`src/hdl/buck_voltage_select_pkg.sv`:
```
/*
  Constants for the third converter voltage-select and ramp-rate bank.
  Assumes a 50 MHz core clock and a byte-wide register port fed by the
  serial interface engine on the same clock.
*/
package buck_voltage_select_pkg;

  localparam logic [7:0] LOW_LEVEL_OFFSET  = 8'h13;
  localparam logic [7:0] HIGH_LEVEL_OFFSET = 8'h14;
  localparam logic [7:0] RAMP_RATE_OFFSET  = 8'h15;

  localparam int EXT_ADJUST_BIT = 7;
  localparam int CODE_MSB       = 5;
  localparam int RATE_MSB       = 2;

  // Variant defaults; the values below belong to one build option
  localparam logic [5:0] LOW_CODE_RESET  = 6'h0B;
  localparam logic [5:0] HIGH_CODE_RESET = 6'h13;
  localparam logic [2:0] RATE_RESET      = 3'h6;
  localparam logic [2:0] RATE_IMMEDIATE  = 3'h7;

  localparam int CLK_PERIOD_NS = 20;
  // Time to move 1 mV at each ramp code, in ns (0.11 .. 7.2 mV/us)
  localparam int STEP_NS [7] = '{9091, 4545, 2222, 1111, 556, 278, 139};

  localparam logic [11:0] MV_BASE_FINE   = 12'h2D5;
  localparam logic [11:0] MV_STEP_FINE   = 12'h019;
  localparam logic [11:0] MV_BASE_MID    = 12'h60E;
  localparam logic [11:0] MV_STEP_MID    = 12'h032;
  localparam logic [11:0] MV_BASE_COARSE = 12'hBB8;
  localparam logic [11:0] MV_STEP_COARSE = 12'h064;
  localparam logic [5:0]  CODE_MID_FIRST    = 6'h20;
  localparam logic [5:0]  CODE_COARSE_FIRST = 6'h3C;

  function automatic logic [11:0] code_to_mv(input logic [5:0] code);
    logic [11:0] c;
    c = {6'h00, code};
    if (code < CODE_MID_FIRST)
      code_to_mv = MV_BASE_FINE + MV_STEP_FINE * c;
    else if (code < CODE_COARSE_FIRST)
      code_to_mv = MV_BASE_MID + MV_STEP_MID * (c - {6'h00, CODE_MID_FIRST});
    else
      code_to_mv = MV_BASE_COARSE + MV_STEP_COARSE * (c - {6'h00, CODE_COARSE_FIRST});
  endfunction : code_to_mv

  function automatic logic [8:0] step_cycles(input logic [2:0] rate);
    int i;
    i = 0;
    step_cycles = 9'h001;
    for (i = 0; i < 7; i++)
      if (rate == 3'(i))
        step_cycles = 9'(STEP_NS[i] / CLK_PERIOD_NS);
  endfunction : step_cycles

endpackage : buck_voltage_select_pkg

```
`src/hdl/buck_voltage_select_regs.sv`:
```
/*
  Register bank for the third step-down converter: low and high voltage
  codes, external-adjust flag and output ramp rate, plus the ramp engine
  that moves the ramp output toward the latched target.
  Assumes the serial interface engine presents byte accesses on i_clk, and
  that the level pin and lockout flag arrive asynchronously.
*/
`timescale 1ns/1ps

module buck_voltage_select_regs
  import buck_voltage_select_pkg::*;
(
  input  wire logic        i_clk,
  input  wire logic        i_rst,
  input  wire logic        i_undervoltage_lockout,
  input  wire logic        i_nv_ext_adjust,
  input  wire logic        i_buck3_level_select_pin,
  input  wire logic [7:0]  i_reg_addr,
  input  wire logic [7:0]  i_reg_wdata,
  input  wire logic        i_reg_wr,
  input  wire logic        i_reg_rd,
  output logic      [7:0]  o_reg_rdata,
  output logic             o_reg_rvalid,
  output logic             o_buck3_external_adjust,
  output logic      [11:0] o_target_mv,
  output logic      [11:0] o_ramp_mv,
  output logic             o_ramping
);

  logic        undervoltage_lockout_s1;
  logic        undervoltage_lockout_s2;
  logic        pin_s1;
  logic        pin_s2;
  logic        pin_s3;
  logic [5:0]  buck3_low_level_voltage;
  logic [5:0]  buck3_high_level_voltage;
  logic        buck3_external_adjust;
  logic [2:0]  ramp_rate_field;
  logic [8:0]  step_cnt;
  logic        reload;
  logic        pin_edge;
  logic        level_write;
  logic [5:0]  selected_code;
  logic [5:0]  written_code;
  logic [11:0] next_ramp_mv;

  // Two stages before any logic sees the asynchronous inputs
  always_ff @(posedge i_clk)
  begin
    if (i_rst)
    begin
      undervoltage_lockout_s1 <= 1'b0;
      undervoltage_lockout_s2 <= 1'b0;
      pin_s1  <= 1'b0;
      pin_s2  <= 1'b0;
      pin_s3  <= 1'b0;
    end
    else
    begin
      undervoltage_lockout_s1 <= i_undervoltage_lockout;
      undervoltage_lockout_s2 <= undervoltage_lockout_s1;
      pin_s1  <= i_buck3_level_select_pin;
      pin_s2  <= pin_s1;
      pin_s3  <= pin_s2;
    end
  end

  assign reload      = i_rst || undervoltage_lockout_s2;
  assign pin_edge    = pin_s2 ^ pin_s3;
  assign level_write = i_reg_wr && !undervoltage_lockout_s2
                       && (i_reg_addr == LOW_LEVEL_OFFSET || i_reg_addr == HIGH_LEVEL_OFFSET);

  always_comb
  begin
    if (pin_s2)
      selected_code = buck3_high_level_voltage;
    else
      selected_code = buck3_low_level_voltage;
  end

  // write to the selected level register retargets at once
  // The register only lands on this edge, so the new code is taken from the bus
  always_comb
  begin
    written_code = selected_code;
    if (level_write && pin_s2 && i_reg_addr == HIGH_LEVEL_OFFSET)
      written_code = i_reg_wdata[CODE_MSB:0];
    else if (level_write && !pin_s2 && i_reg_addr == LOW_LEVEL_OFFSET)
      written_code = i_reg_wdata[CODE_MSB:0];
  end

  always_ff @(posedge i_clk)
  begin
    if (reload)
      buck3_low_level_voltage <= LOW_CODE_RESET;
    else if (i_reg_wr && i_reg_addr == LOW_LEVEL_OFFSET)
      buck3_low_level_voltage <= i_reg_wdata[CODE_MSB:0];
  end

  // external-adjust cleared by reset, reloaded from the nonvolatile bit on lockout
  always_ff @(posedge i_clk)
  begin
    if (reload)
    begin
      buck3_high_level_voltage <= HIGH_CODE_RESET;
      buck3_external_adjust    <= i_rst ? 1'b0 : i_nv_ext_adjust;
    end
    else if (i_reg_wr && i_reg_addr == HIGH_LEVEL_OFFSET)
    begin
      buck3_high_level_voltage <= i_reg_wdata[CODE_MSB:0];
      buck3_external_adjust    <= i_reg_wdata[EXT_ADJUST_BIT];
    end
  end

  always_ff @(posedge i_clk)
  begin
    if (reload)
      ramp_rate_field <= RATE_RESET;
    else if (i_reg_wr && i_reg_addr == RAMP_RATE_OFFSET)
      ramp_rate_field <= i_reg_wdata[RATE_MSB:0];
  end

  assign o_buck3_external_adjust = buck3_external_adjust;

  // Read data registered; unmapped offsets return zero
  always_ff @(posedge i_clk)
  begin
    if (i_rst)
    begin
      o_reg_rdata  <= 8'h00;
      o_reg_rvalid <= 1'b0;
    end
    else
    begin
      o_reg_rvalid <= i_reg_rd;
      if (!i_reg_rd)
        o_reg_rdata <= o_reg_rdata;
      else if (i_reg_addr == LOW_LEVEL_OFFSET)
        o_reg_rdata <= {2'b00, buck3_low_level_voltage};
      else if (i_reg_addr == HIGH_LEVEL_OFFSET)
        o_reg_rdata <= {buck3_external_adjust, 1'b0, buck3_high_level_voltage};
      else if (i_reg_addr == RAMP_RATE_OFFSET)
        o_reg_rdata <= {5'h00, ramp_rate_field};
      else
        o_reg_rdata <= 8'h00;
    end
  end

  // target latched on pin edge or level write
  always_ff @(posedge i_clk)
  begin
    if (i_rst)
      o_target_mv <= code_to_mv(LOW_CODE_RESET);
    else if (undervoltage_lockout_s2)
      o_target_mv <= code_to_mv(pin_s2 ? HIGH_CODE_RESET : LOW_CODE_RESET);
    else if (pin_edge || level_write)
      o_target_mv <= code_to_mv(written_code);
  end

  always_comb
  begin
    if (o_ramp_mv < o_target_mv)
      next_ramp_mv = o_ramp_mv + 12'h001;
    else if (o_ramp_mv > o_target_mv)
      next_ramp_mv = o_ramp_mv - 12'h001;
    else
      next_ramp_mv = o_ramp_mv;
  end

  // one millivolt per step period; code 7 jumps
  // ramp frozen while the external divider sets the output
  always_ff @(posedge i_clk)
  begin
    if (i_rst)
    begin
      o_ramp_mv <= code_to_mv(LOW_CODE_RESET);
      step_cnt  <= 9'h000;
    end
    else if (buck3_external_adjust)
      step_cnt <= 9'h000;
    else if (ramp_rate_field == RATE_IMMEDIATE)
    begin
      o_ramp_mv <= o_target_mv;
      step_cnt  <= 9'h000;
    end
    else if (o_ramp_mv == o_target_mv)
      step_cnt <= 9'h000;
    else if (step_cnt >= step_cycles(ramp_rate_field) - 9'h001)
    begin
      o_ramp_mv <= next_ramp_mv;
      step_cnt  <= 9'h000;
    end
    else
      step_cnt <= step_cnt + 9'h001;
  end

  assign o_ramping = !buck3_external_adjust && (o_ramp_mv != o_target_mv);
endmodule : buck_voltage_select_regs

```
`config.mk`:
```
export PLATFORM = sky130hd
export DESIGN_NAME = buck_voltage_select_regs
export DESIGN_NICKNAME = d
export VERILOG_FILES = /design/src/hdl/buck_voltage_select_pkg.sv /design/src/hdl/buck_voltage_select_regs.sv
export SDC_FILE = /design/constraint.sdc
export NUM_CORES = 1
export LEC_CHECK = 0
export BUFFER_PORTS_ARGS = -buffer_cell sky130_fd_sc_hd__clkbuf_2
export CELL_PAD_IN_SITES_DETAIL_PLACEMENT = 2
export CELL_PAD_IN_SITES_GLOBAL_PLACEMENT = 2
export CORE_MARGIN = 5
export CORE_UTILIZATION = 30
export CTS_CLUSTER_DIAMETER = 30
export CTS_CLUSTER_SIZE = 20
export DETAILED_ROUTE_END_ITERATION = 10
export GPL_ROUTABILITY_DRIVEN = 0
export PLACE_DENSITY = 0.74
export SLEW_MARGIN = 10
export SYNTH_ARGS = -nofsm -noshare
export SYNTH_HDL_FRONTEND = slang
export SYNTH_SLANG_ARGS = --single-unit
```
`constraint.sdc`:
```
create_clock -name i_clk -period 4.6 [get_ports i_clk]
set_clock_uncertainty 0.15 [all_clocks]
set_input_delay 0.23 -clock i_clk [delete_from_list [all_inputs] [get_ports i_clk]]
set_output_delay 0.23 -clock i_clk [all_outputs]
set_load 0.05 [all_outputs]
```
# Yosys cells after proc, flatten, opt, wreduce, memory -nomap -nowiden

Index checks and enable logic that the tools add are counted.

Word-level logic and storage cells: 111
Input bits: 23
Register bits after elaboration: 63
Output and inout port bits: 35

Eq/ne operators: 13
Multipliers: 6
Reduce and logical (&&, ||, !) cells: 23
Bitwise logic cells: 2
Magnitude comparators: 7
Mux-type cells: 32
Add/sub/neg operators: 14

Operator list:

| operator                 | count |
|---|---|
| $mux W12                 | 11 |
| $mux W9                  | 11 |
| $add A11 B12 Y12 const A | 2 |
| $add A12 B12 Y12 const A | 2 |
| $eq A8 B5 Y1 const B     | 3 |
| $mul A5 B12 Y10 const A  | 2 |
| $mul A5 B12 Y11 const A  | 2 |
| $mux W6                  | 3 |
| $mux W8                  | 2 |
| $sub A5 B6 Y7 const B    | 2 |
| $sub A6 B6 Y7 const B    | 2 |
| $add A10 B11 Y12 const A | 1 |
| $add A12 B1 Y12 const B  | 1 |
| $eq A12 B12 Y1           | 1 |
| $eq A3 B3 Y1 const B     | 4 |
| $gt A12 B12 Y1           | 1 |
| $lt A12 B12 Y1           | 1 |
| $lt A5 B6 Y1 const B     | 2 |
| $lt A6 B6 Y1 const B     | 2 |
| $ne A12 B12 Y1           | 1 |
| $sub A12 B1 Y12 const B  | 1 |
| $add A10 B10 Y11 const A | 1 |
| $mul A5 B6 Y11 const A   | 1 |
| $logic_and A1 B1 Y1      | 10 |
| 19 further kinds         | 28 |

# Longest topological paths before layout

Gate-level depths: netlist of run 1.

Depth after elaboration: 17
Depth in mapped cells: 21
Mapped depth without buffers: 20

# Worst setup path after synthesis of run 1

No wires, ideal clock.

Path type: reg-to-reg
Start point: register undervoltage_lockout_s2
End point: register o_target_mv[11]
Library setup time: 87 ps
Stages on the path, launching flop included: 21
Buffers on the path: 1
Setup slack: -20 ps
Clock period less this slack: 4620 ps
Arrival time: 4383 ps
Data required time: 4363 ps
Path through: dfxtp_1 buf_6 nor4b_4 o211a_1 nor2_1 a21oi_1 inv_1 ha_1 nand2_1 nand2_1 nand2_1 ha_1 ha_1 fa_1 ha_1 a21oi_1 o21ai_0 xnor2_1 xnor2_1 o211ai_1 o31ai_1

Word-level cells in the longest chain between the ends: 14
Elaborated cells between the ends (all ways): 25
Those cells by class: add/sub (5); mul (3); order compare (2); mux (6); reduce/logical (9)

Ends and longest elaborated chain:

| element                                                     | RTL line                                                     | text |
|---|---|---|
| start: declaration                                          | buck_voltage_select_regs.sv:31                               | `logic undervoltage_lockout_s2;` |
| start signal: assignment                                    | buck_voltage_select_regs.sv:61                               | `undervoltage_lockout_s2 <= undervoltage_lockout_s1;` |
| $logic_not A1 Y1                                            | buck_voltage_select_regs.sv:70                               | `assign level_write = i_reg_wr && !undervoltage_lockout_s2` |
| $logic_and A1 B1 Y1                                         | buck_voltage_select_regs.sv:70                               |  |
| $logic_and A1 B1 Y1                                         | buck_voltage_select_regs.sv:71                               | `&& (i_reg_addr == LOW_LEVEL_OFFSET \|\| i_reg_addr == HIGH_LEVEL_OFFSET);` |
| $logic_and A1 B1 Y1 (2 in a row)                            | buck_voltage_select_regs.sv:88                               | `else if (level_write && !pin_s2 && i_reg_addr == LOW_LEVEL_OFFSET)` |
| $mux W6                                                     | buck_voltage_select_regs.sv:88                               |  |
| $mux W6                                                     | buck_voltage_select_regs.sv:86                               | `if (level_write && pin_s2 && i_reg_addr == HIGH_LEVEL_OFFSET)` |
| $sub A6 B6 Y7 (on tied branches)                            | buck_voltage_select_pkg.sv:43, buck_voltage_select_pkg.sv:41 |  |
| $mul A5 B12 Y10 / $mul A5 B12 Y11 (equally long branches)   | buck_voltage_select_pkg.sv:43, buck_voltage_select_pkg.sv:41 |  |
| $add A12 B12 Y12 / $add A11 B12 Y12 (equally long branches) | buck_voltage_select_pkg.sv:43, buck_voltage_select_pkg.sv:41 |  |
| $mux W12                                                    | buck_voltage_select_pkg.sv:40                                | `else if (code < CODE_COARSE_FIRST)` |
| $mux W12                                                    | buck_voltage_select_pkg.sv:38                                | `if (code < CODE_MID_FIRST)` |
| $mux W12                                                    | buck_voltage_select_regs.sv:156                              | `else if (pin_edge \|\| level_write)` |
| $mux W12                                                    | buck_voltage_select_regs.sv:154                              | `else if (undervoltage_lockout_s2)` |
| end signal: assignment                                      | buck_voltage_select_regs.sv:153                              | `o_target_mv <= code_to_mv(LOW_CODE_RESET);` |
| end signal: assignment                                      | buck_voltage_select_regs.sv:155                              | `o_target_mv <= code_to_mv(pin_s2 ? HIGH_CODE_RESET : LOW_CODE_RESET);` |
| end signal: assignment                                      | buck_voltage_select_regs.sv:157                              | `o_target_mv <= code_to_mv(written_code);` |
| end: declaration                                            | buck_voltage_select_regs.sv:25                               | `output logic [11:0] o_target_mv,` |

Several ways; a longest one is shown, not always the timed one. The select of a mux whose other input is x is not followed.
A chain may end at the register's enable or synchronous reset.

# Worst setup path after layout of run 1

Start point: register pin_s2
End point: register o_target_mv[8]

Word-level cells in the longest chain between the ends: 12
Elaborated cells between the ends (all ways): 38
Those cells by class: add/sub (10); mul (6); order compare (4); mux (10); bitwise (1); reduce/logical (7)

Ends and longest elaborated chain:

| element                                                     | RTL line                                                     | text |
|---|---|---|
| start: declaration                                          | buck_voltage_select_regs.sv:33                               | `logic pin_s2;` |
| start signal: assignment                                    | buck_voltage_select_regs.sv:63                               | `pin_s2 <= pin_s1;` |
| $logic_not A1 Y1                                            | buck_voltage_select_regs.sv:88                               |  |
| $logic_and A1 B1 Y1 (2 in a row)                            | buck_voltage_select_regs.sv:88                               |  |
| $mux W6                                                     | buck_voltage_select_regs.sv:88                               |  |
| $mux W6                                                     | buck_voltage_select_regs.sv:86                               |  |
| $sub A6 B6 Y7 (on tied branches)                            | buck_voltage_select_pkg.sv:43, buck_voltage_select_pkg.sv:41 |  |
| $mul A5 B12 Y10 / $mul A5 B12 Y11 (equally long branches)   | buck_voltage_select_pkg.sv:43, buck_voltage_select_pkg.sv:41 |  |
| $add A12 B12 Y12 / $add A11 B12 Y12 (equally long branches) | buck_voltage_select_pkg.sv:43, buck_voltage_select_pkg.sv:41 |  |
| $mux W12                                                    | buck_voltage_select_pkg.sv:40                                |  |
| $mux W12                                                    | buck_voltage_select_pkg.sv:38                                |  |
| $mux W12                                                    | buck_voltage_select_regs.sv:156                              |  |
| $mux W12                                                    | buck_voltage_select_regs.sv:154                              |  |

Several ways; a longest one is shown, not always the timed one. The select of a mux whose other input is x is not followed.

==> results by group, run 1 <==
Finish
  – Area growth syn-to-layout: 25.0%
  – Fill cell count: 2204
  – Seq. cell area: 1250 um^2
  – Diode count: 0
  – Non-Filler Instances: 1088
  – Post-layout nets: 942
  – Multi-input gate area: 4560 um^2
  – Post-layout util: 38.0%
  – Layout cell share with drive strength beyond 1: 23.5%

Route
  – Vias/cell: 5.24
  – Initial DRC Count: 232
  – DRC Markers: 0
  – Pre-Repair DR Iteration Count: 4
  – DRT Wirelength: 22400 um
  – Detail Route Antenna Nets: 0
  – Avg WL per Cell: 20.6 um
  – Via count: 5702

Clock tree
  – CTS H-tree depth: 3
  – Reg clk slew, reported paths: 60 ps
  – CTS tree: yes
  – Clk Tree Root Cell: clkbuf_16
  – Total clock sinks: 62
  – Total CTS buffers: 9
  – CTS max path bufs: 2
  – Worst-Skew Late Latency: 340 ps

STA
  – Final period utilization: 99.6%
  – Max-slew violation count: 0
  – Max Fclk: 218 MHz
  – Final min period: 4580 ps
  – Tightest Pin Transition: 1020 ps
  – Relative slew slack: 32.1%
  – Hold Vio Cnt, Final: 0
  – Final Setup Violations: 0

Yosys
  – Synthesized instance count: 722
  – Area share of the largest cell type after synthesis: 20.6%
  – Library cells used by synthesis: 68
  – Primary FF master, synth: dfxtp_1
  – EDFF count, synth: 1
  – Synth async-reset ratio: 0%
  – Yosys warns: 0
  – Post-Syn Area: 5920 um^2
  – Syn Area/Cell: 8.20 um^2
  – Top-count cell post-synth: ha_1
  – Synth area leader: dfxtp_1
  – Register area share after synthesis: 21.1%
  – Synth top cells by count: ha_1 (91), a21oi_1 (69), dfxtp_1 (61), inv_1 (61), nor2_1 (61)
  – Flops & latches, synth: 62
  – Net count after synthesis: 846
  – Synth area leaders: dfxtp_1 (21%), ha_1 (19%), a21oi_1 (5.8%), xnor2_1 (4.6%), inv_1 (3.9%)

Global route
  – Overflow after GRT: 0
  – Gr usage total: 19.0%
  – First-pass GRT wire length: 34000 um
  – Pin count of the biggest net entering global routing: 44
  – Vias in the first global route: 6369
  – Initial antenna violation count: 0

Min path
  – Hold Crit Start: i_reg_wdata[3]
  – Worst hold stages: 3
  – Worst Hold Class: input port to flop
  – Worst Hold End: buck3_high_level_voltage[3]

Critical path
  – Crit-path most repeated cell: inv_1
  – Delay-heaviest family, CP: adder cells
  – Worst path max stage delay: 490 ps
  – Worst R2R End: o_target_mv[8]
  – Cell breakdown of the critical path: and4bb_4 -> o211ai_4 -> buf_6 -> mux2i_4 -> inv_1 -> buf_4 -> ha_2 -> xor2_1 -> ha_1 -> inv_1 -> fa_1 -> xnor2_2 -> nand2b_1 -> a211oi_2 -> xnor2_1 -> nand2_1 -> o211ai_1 -> a221o_1
  – CP startpoint kind: flop
  – CP Capture Type: flop
  – Reg2Reg Setup Slack: 20 ps
  – Setup CP Type: flop to flop
  – Worst R2R Start: pin_s2
  – Slowest CP cell: fa_1
  – Critical path peak fanout: 6
  – Crit. path cell count: 18
  – Crit path DAT: 4640 ps
  – Req. time, crit path: 4660 ps
  – Worst reg-to-reg path cell count: 18
  – Buf+Inv Stages, Crit Path: 4

Floorplan
  – Die height: 150 um
  – Initial core utilization: 30.4%
  – Die area: 22600 um^2
  – Die width: 150 um
  – I/O pin cnt: 58
  – Row count: 51
  – Core ar.: 19500 um^2

Placement
  – HPWL Detailed: 16900 um
  – Placed Instances: 1063
  – Count of input and output buffers: 55

Flow run
  – Max cap viols: 0

Power and ir drop
  – Power per standard cell area: 295 nW/um^2
  – Peak supply drop: 0.170 mV
  – Pleak: 0.00338 uW

Outcome
  – Status: finished, final reports clean
==> metrics by stage <==
| stage | cell area [um^2] | TNS [ps] | worst slack [ps] | hold WS (ps) | total power, uW |
|---|---|---|---|---|---|
| 2_1_floorplan | 5920 | 0 | 161 | 208 | 1180 |
| 3_3_place_gp | 6770 | -84.2 | -47.7 | 288 | 1370 |
| 3_5_place_dp | 6770 | -682 | -254 | 312 | 1430 |
| 4_1_cts | 7220 | 0 | 6.34 | 19.2 | 2170 |
| 5_1_grt | 7400 | -128 | -95.4 | 22.6 | 2300 |
| 6_report | 7400 | 0 | 18.9 | 23.2 | 2180 |
==> final cells by class <==
class | instances | area share (%)
clock buffers | 10 | 3.23
clock inverters | 6 | 0.964
inverters | 61 | 3.10
multi-input cells | 573 | 61.6
flip-flops and latches | 62 | 17.0
well taps | 265 | 4.48
repair buffers | 111 | 9.63
==> layout by cell type, fill, tap and decap left out, types with 4 or more instances in the layout <==
cell       Yosys  routed
mux2_2         8       6
nor2_1        61      61
or2_2          4       4
xnor2_2        1       4
dfxtp_1       61      59
a31oi_1        7       6
nor2b_1       12      11
nand2b_1      12      12
a21oi_2        0       7
ha_4           0       6
ha_2           0       5
clkbuf_16      0       9
xnor2_1       31      28
o211ai_1       9       9
nand2_1       57      54
buf_4          3      51
mux2_4         3       5
ha_1          91      80
xor2_1        26      24
a21oi_1       69      61
mux2i_1       16      16
or3_1          4       4
nand3_1       33      33
inv_1         61      60
o21bai_1       5       5
nor3_1        16      14
clkbuf_2       0      55
fa_1          10       9
o21ai_0       19      16
nand3b_1       7       7
a21o_1        12      12
==> where the power goes <==
| group | internal, uW | switching [uW] | total, uW |
|---|---|---|---|
| Sequential | 555 | 20.7 | 575 |
| Combinational | 374 | 522 | 897 |
| Clock | 437 | 272 | 709 |
==> state kept, by name, indices dropped and copies added, names as in the netlist, 3 cells and up <==
register and count:
buck3_high_level_voltage 6, buck3_low_level_voltage 6, o_ramp_mv 12, o_reg_rdata 7, o_target_mv 12, ramp_rate_field 3
step_cnt 9
==> worst register-to-register path: cells and delay by family (launching register included) <==
family                   cells  cell delay, ps
AO/OA/AOI/OAI                4            1010
XOR/XNOR                     3             570
adder cells (fa/ha/maj)      3            1030
buffers and inverters        4             530
flip-flops                   1             360
multiplexers                 1             260
AND/OR/NAND/NOR              3             540
==> per-layer routing <==
layer	vias to the layer above	global-route usage [%]	share of wire, %
met5	-	0	0
met4	0	5.08	2.1
met3	36	2.32	2.2
met2	82	34.4	51
met1	2861	23.8	44
li1	2723	-	-
==> worst max-delay path by stage <==
stage,startpoint,to,slack (ps)
floorplan,undervoltage_lockout_s2,o_target_mv[11],160
finish,pin_s2,o_target_mv[8],20
global placement,i_reg_addr[7],o_target_mv[10],-50
global route,pin_s2,o_target_mv[8],-100
detailed placement,i_reg_addr[7],o_target_mv[10],-250
CTS,pin_s2,o_target_mv[10],6
==> cells by family (layout without fill, tap and decap cells) <==
| logic type | count (synthesis) | after routing | share of synthesized area, % |
|---|---|---|---|
| AND/OR/NAND/NOR | 224 | 224 | 18.5 |
| AO/OA/AOI/OAI | 160 | 160 | 17.4 |
| adder cells (fa/ha/maj) | 102 | 102 | 22.8 |
| buffers and inverters | 87 | 188 | 6.13 |
| flip-flops | 62 | 62 | 21.1 |
| XOR/XNOR | 58 | 58 | 8.71 |
| multiplexers | 28 | 28 | 5.22 |
| other | 1 | 1 | 0.0634 |
==> what timing repair did <==
action / CTS / global route
gates resized for setup: 21 / 30
cloned: 0 / 0
endpoints found under the setup margin: 4 / 4
setup buffers: 2 / 5
pin swaps: 10 / 14
hold buffers: 2 / 0
endpoints found under the hold margin: 2 / 0
Note: power is estimated with default switching activity, not from simulation.
==> inputs of run 2 (changes only) <==
ABC_AREA = 1   (was unset)
PLACE_DENSITY = 0.77   (was 0.74)
==> run 2 against run 1 <==
Cell count grew 14%. Register-to-register slack improved by 160 ps. Count of clock-buffer cells in the layout rose by 2. Sequential share of layout area decreased by 0.21 points. Synthesized cell count increased by 20%. Power increased by 2.0%.
==> results by group, run 2 <==
STA
  – Relative slew slack: 34.1%
  – Final min period: 4420 ps
  – Setup ws final: 180 ps
  – Final Setup Violations: 0
  – Final period utilization: 96.1%
  – Hold Vio Cnt, Final: 0
  – Fin Hold WS: 30.0 ps
  – Max-slew violation count: 0
  – Setup total negative slack: 0 ps
  – Max Fclk: 226 MHz
  – Tightest Pin Transition: 985 ps

Min path
  – Worst Hold Class: input port to flop

Flow run
  – Max cap viols: 0

Yosys
  – Synth top cells by count: nand2_1 (163), inv_1 (141), ha_1 (91)
  – Flops & latches, synth: 62
  – Yosys warns: 0
  – Post-synthesis simple-gate area fraction: 26.5%
  – Primary FF master, synth: dfxtp_1
  – Net count after synthesis: 987
  – EDFF count, synth: 1
  – Register area share after synthesis: 20.4%
  – Post-Syn Area: 6130 um^2
  – Adder-Cell Fraction of Synth Area: 21.8%
  – Synthesized instance count: 863
  – Area share of the largest cell type after synthesis: 19.9%
  – Synth area leader: dfxtp_1
  – Mux contribution to synthesized area: 0%
  – Xor and xnor area share after synthesis: 4.57%
  – Synth area leaders: dfxtp_1 (20%), ha_1 (19%), nand2_1 (10%), inv_1 (8.6%), a21oi_1 (5.1%)
  – Syn Area/Cell: 7.11 um^2
  – Largest family of logic cells by synthesized area: simple AND/OR/NAND/NOR gates
  – Library cells used by synthesis: 51
  – Synth async-reset ratio: 0%
  – Top-count cell post-synth: nand2_1
  – Synth Area in Compound Gates: 16.4%

Clock tree
  – CTS tree: yes
  – Clk Tree Root Cell: clkbuf_16
  – Total clock sinks: 62
  – CTS max path bufs: 2
  – CTS H-tree depth: 3
  – Worst-Skew Late Latency: 340 ps
  – Total CTS buffers: 9
  – Reg clk slew, reported paths: 50 ps

Route
  – Initial DRC Count: 215
  – Via count: 6113
  – Vias/cell: 4.95
  – DRC Markers: 0
  – DRT Wirelength: 21300 um
  – Detail Route Antenna Nets: 0
  – Avg WL per Cell: 17.2 um
  – Pre-Repair DR Iteration Count: 4

Power and ir drop
  – Pleak: 0.00374 uW
  – Power per standard cell area: 297 nW/um^2
  – Peak supply drop: 0.180 mV

Placement
  – Count of input and output buffers: 55
  – Placed Instances: 1218
  – HPWL Detailed: 17500 um
  – Pre-CTS WS: -367 ps

Global route
  – Initial antenna violation count: 0
  – Pin count of the biggest net entering global routing: 24
  – Gr usage total: 18.6%
  – Overflow after GRT: 0
  – First-pass GRT wire length: 35500 um
  – Vias in the first global route: 6866

Finish
  – Layout cell share with drive strength beyond 1: 19.8%
  – Commonest cells after routing, fill and taps aside: nand2_1 (159), inv_1 (140), ha_1 (86)
  – Fill cell count: 2447
  – Area growth syn-to-layout: 22.2%
  – Most common cell after layout, fill and taps aside: nand2_1
  – Diode count: 0
  – Non-Filler Instances: 1235
  – Post-layout nets: 1087
  – Biggest regs: o_ramp_mv: 12 flops, o_target_mv: 12 flops, step_cnt: 9 flops
  – Post-layout util: 37.2%

Critical path
  – Setup CP Type: flop to flop
  – Buf+Inv Stages, Crit Path: 5
  – Critical path peak fanout: 5
  – Worst path max stage delay: 530 ps
  – CP startpoint kind: flop
  – Req. time, crit path: 4670 ps
  – CP Capture Type: flop
  – Slowest CP cell: fa_1
  – Delay-heaviest family, CP: adder cells
  – Crit path DAT: 4490 ps
  – Crit-path most repeated cell: nand2_1

Floorplan
  – Die height: 153 um
  – Initial core utilization: 30.4%
  – Core ar.: 20200 um^2
  – Row count: 52
  – Die width: 153 um
  – I/O pin cnt: 58
  – Die area: 23400 um^2

Outcome
  – Status: finished, final reports clean
==> run 2: cell count changes after synthesis, moves of 16 or more <==
| cell | change |
|---|---|
| inv_1 | +80 |
| mux2i_1 | -16 |
| nand2_1 | +106 |
| o21ai_0 | +31 |
| xnor2_1 | -21 |
==> run 2: layout make-up <==
cell class | count | area (um^2) | area share [%]
Multi-Input combinational cell | 636 | 4420 | 59.0
Inverter | 151 | 567 | 7.56
Clock inverter | 1 | 5.00 | 0.0668
Clock buffer | 12 | 268 | 3.57
Timing Repair Buffer | 103 | 644 | 8.59
Tap cell | 270 | 338 | 4.51
Sequential cell | 62 | 1250 | 16.7
==> run 2: kinds of logic (layout without fill, tap and decap cells) <==
group | Yosys count | count (layout)
xor gates and xnor gates | 32 | 32
other | 1 | 1
AOI/OAI and AO/OA | 173 | 173
buffers and inverters | 165 | 267
adders and majority gates | 101 | 101
and+or+nand+nor | 329 | 329
DFF | 62 | 62
==> run 2: per-layer routing <==
layer  share of wire, %  track usage (%)  vias up  wire length, um
met5                  0                0        -                0
met4                1.1             3.78        0              228
met3                1.5             2.26       12              322
met2                 52             35.0       37            11100
met1                 45             22.7     3028             9590
li1                   -                -     3036                -
==> run 2: final timing paths <==
check                                    start                    endpoint  slack, ps  cells past startpoint
worst min-delay path            i_reg_wdata[0]  buck3_low_level_voltage[0]         30                      3
worst min register to register          pin_s1                      pin_s2        250                      2
worst max register to register          pin_s2             o_target_mv[10]        180                     27
worst max-delay path                    pin_s2             o_target_mv[10]        180                     27
==> run 2: what timing repair did <==
| item | CTS | global route |
|---|---|---|
| buffers inserted | 2 | 0 |
| pin swaps | 2 | 7 |
| hold buffers | 2 | 0 |
| endpoints found under the hold margin | 2 | 0 |
| gates resized for setup | 6 | 29 |
| setup endpoints to repair | 2 | 3 |
==> run 2: worst register-to-register path: cells and delay by family, from the launching register on <==
| kind | cells | cell delay, ps |
|---|---|---|
| DFF | 1 | 360 |
| xor gates and xnor gates | 2 | 330 |
| adders and majority gates | 4 | 1370 |
| and+or+nand+nor | 12 | 1040 |
| AOI/OAI and AO/OA | 4 | 510 |
| buffers and inverters | 5 | 540 |
==> run 2: report_power, final <==
group / switching, uW / total, uW / internal [uW]
Combinational: 621 / 1010 / 385
Clock: 243 / 645 / 402
Sequential: 16.4 / 572 / 555
Total: 881 / 2220 / 1340
==> run 2: stage by stage <==
| step | total power [uW] | cell area (um^2) |
|---|---|---|
| floorplan | 1240 | 6130 |
| global placement | 1470 | 7020 |
| detailed placement | 1510 | 7020 |
| CTS | 2200 | 7340 |
| global route | 2380 | 7500 |
| finish | 2220 | 7500 |
==> inputs of run 3 (changes only) <==
PLACE_DENSITY = 0.74   (was 0.77)
clock period = 4.8 ns   (was 4.6 ns; I/O delays follow)
==> run 3 against run 2 <==
Via count shrank 1.9%. Worst setup slack gained 150 ps. Power shrank 4.9%. Utilization shrank 1.0 points. Critical endpoint unchanged. Highest routed layer unchanged.
==> results by group, run 3 (synthesis gave the netlist of run 2 again) <==
Clock tree
  – Total clock sinks: 62
  – Reg clk slew, reported paths: 60 ps
  – CTS H-tree depth: 3
  – CTS tree: yes
  – Clk Tree Root Cell: clkbuf_16
  – Worst-Skew Late Latency: 340 ps
  – CTS max path bufs: 2
  – Total CTS buffers: 9

Route
  – Vias/cell: 4.92
  – DRT Wirelength: 20800 um
  – Initial DRC Count: 145
  – Via count: 5998
  – Pre-Repair DR Iteration Count: 4
  – Avg WL per Cell: 17.0 um
  – DRC Markers: 0
  – Detail Route Antenna Nets: 0

Finish
  – Non-Filler Instances: 1219
  – Biggest regs: o_ramp_mv: 12 flops, o_target_mv: 12 flops, step_cnt: 9 flops
  – Post-layout nets: 1069
  – Fill cell count: 2479
  – Layout cell share with drive strength beyond 1: 16.9%
  – Post-layout util: 36.2%
  – Commonest cells after routing, fill and taps aside: nand2_1 (163), inv_1 (141), ha_1 (86)
  – Diode count: 0
  – Most common cell after layout, fill and taps aside: nand2_1
  – Area growth syn-to-layout: 18.9%

Floorplan
  – Core ar.: 20200 um^2
  – Die width: 153 um
  – I/O pin cnt: 58
  – Die height: 153 um
  – Die area: 23400 um^2
  – Initial core utilization: 30.4%
  – Row count: 52

Global route
  – Overflow after GRT: 0
  – Pin count of the biggest net entering global routing: 24
  – Vias in the first global route: 6536
  – Initial antenna violation count: 0
  – First-pass GRT wire length: 34000 um
  – Gr usage total: 17.7%

Critical path
  – Worst R2R Start: pin_s2
  – CP startpoint kind: flop
  – Crit-path most repeated cell: buf_4
  – Setup CP Type: flop to flop
  – CP Capture Type: flop
  – Worst reg-to-reg path cell count: 28
  – Slowest CP cell: fa_1
  – Worst path max stage delay: 590 ps
  – Reg2Reg Setup Slack: 330 ps
  – Critical path peak fanout: 8
  – Crit path DAT: 4530 ps
  – Crit path launch: pin_s2
  – Req. time, crit path: 4860 ps

Flow run
  – Max cap viols: 0

STA
  – Relative slew slack: 38.9%
  – Final min period: 4470 ps
  – Tightest Pin Transition: 913 ps
  – Fin Hold WS: 25.3 ps
  – Max Fclk: 224 MHz
  – Final period utilization: 93.0%
  – Setup total negative slack: 0 ps
  – Max-slew violation count: 0
  – Final Setup Violations: 0
  – Setup ws final: 335 ps
  – Hold Vio Cnt, Final: 0

Power and ir drop
  – Power per standard cell area: 290 nW/um^2
  – Peak supply drop: 0.167 mV
  – Pleak: 0.00365 uW

Min path
  – Worst Hold Class: input port to flop
  – Hold Crit Start: i_undervoltage_lockout
  – Worst hold stages: 3

Placement
  – Placed Instances: 1202
  – Pre-CTS WS: -137 ps
  – Count of input and output buffers: 55
  – HPWL Detailed: 16900 um

Outcome
  – Status: finished, final reports clean
==> run 3: changes by cell type in the layout (fill, tap and decap cells not counted), sizes merged <==
| cell | previous run | this run |
|---|---|---|
| bufinv | 0 | 1 |
| buf | 46 | 29 |
| clkinv | 1 | 2 |
| dlygate4sd3 | 2 | 1 |
==> run 3: worst max-delay path: cells and delay by family (launching register included) <==
family / cells / cell delay [ps]
xor gates and xnor gates: 1 / 190
and+or+nand+nor: 11 / 910
AOI/OAI and AO/OA: 3 / 220
buffers and inverters: 8 / 920
DFF: 1 / 350
adders and majority gates: 5 / 1590
==> run 3: metrics by stage <==
stage	cell area (um^2)	total power, uW
floorplan	6130	1190
global placement	6900	1390
detailed placement	6900	1420
CTS	7210	2110
global route	7300	2270
finish	7300	2110
==> run 3: path summary, 6_finish.rpt <==
path                             endpoint
setup / recovery          o_target_mv[10]
hold / removal    undervoltage_lockout_s1
setup reg to reg          o_target_mv[10]
hold reg to reg                    pin_s2
==> run 3: routing by layer <==
layer / up-vias / part of all wire [%] / track usage, %
met2: 42 / 52 / 33.2
met3: 15 / 1.2 / 2.12
met5: - / 0 / 0
li1: 2999 / - / -
met1: 2942 / 46 / 22.0
met4: 0 / 0.92 / 3.05
==> run 3: timing repair <==
item / 4_1_cts / 5_1_grt
hold buffers: 1 / 0
resized for setup: 0 / 12
pin swaps: 1 / 3
setup buffers: 1 / 0
endpoints found under the setup margin: 2 / 2
endpoints found under the hold margin: 1 / 0
==> run 3: power breakdown <==
part | total [uW] | internal, uW | switching (uW)
Combinational | 892 | 343 | 549
Clock | 675 | 428 | 248
Sequential | 547 | 532 | 14.9
Total | 2110 | 1300 | 812
==> run 3: final cells by class <==
class,count,area [um^2],share of cell area (%)
inverters,151,567,7.77
clock inverters,3,43.8,0.600
repair buffers,85,503,6.89
flip-flops and latches,62,1250,17.2
clock buffers,12,256,3.52
multi-input cells,636,4340,59.4
well taps,270,338,4.63
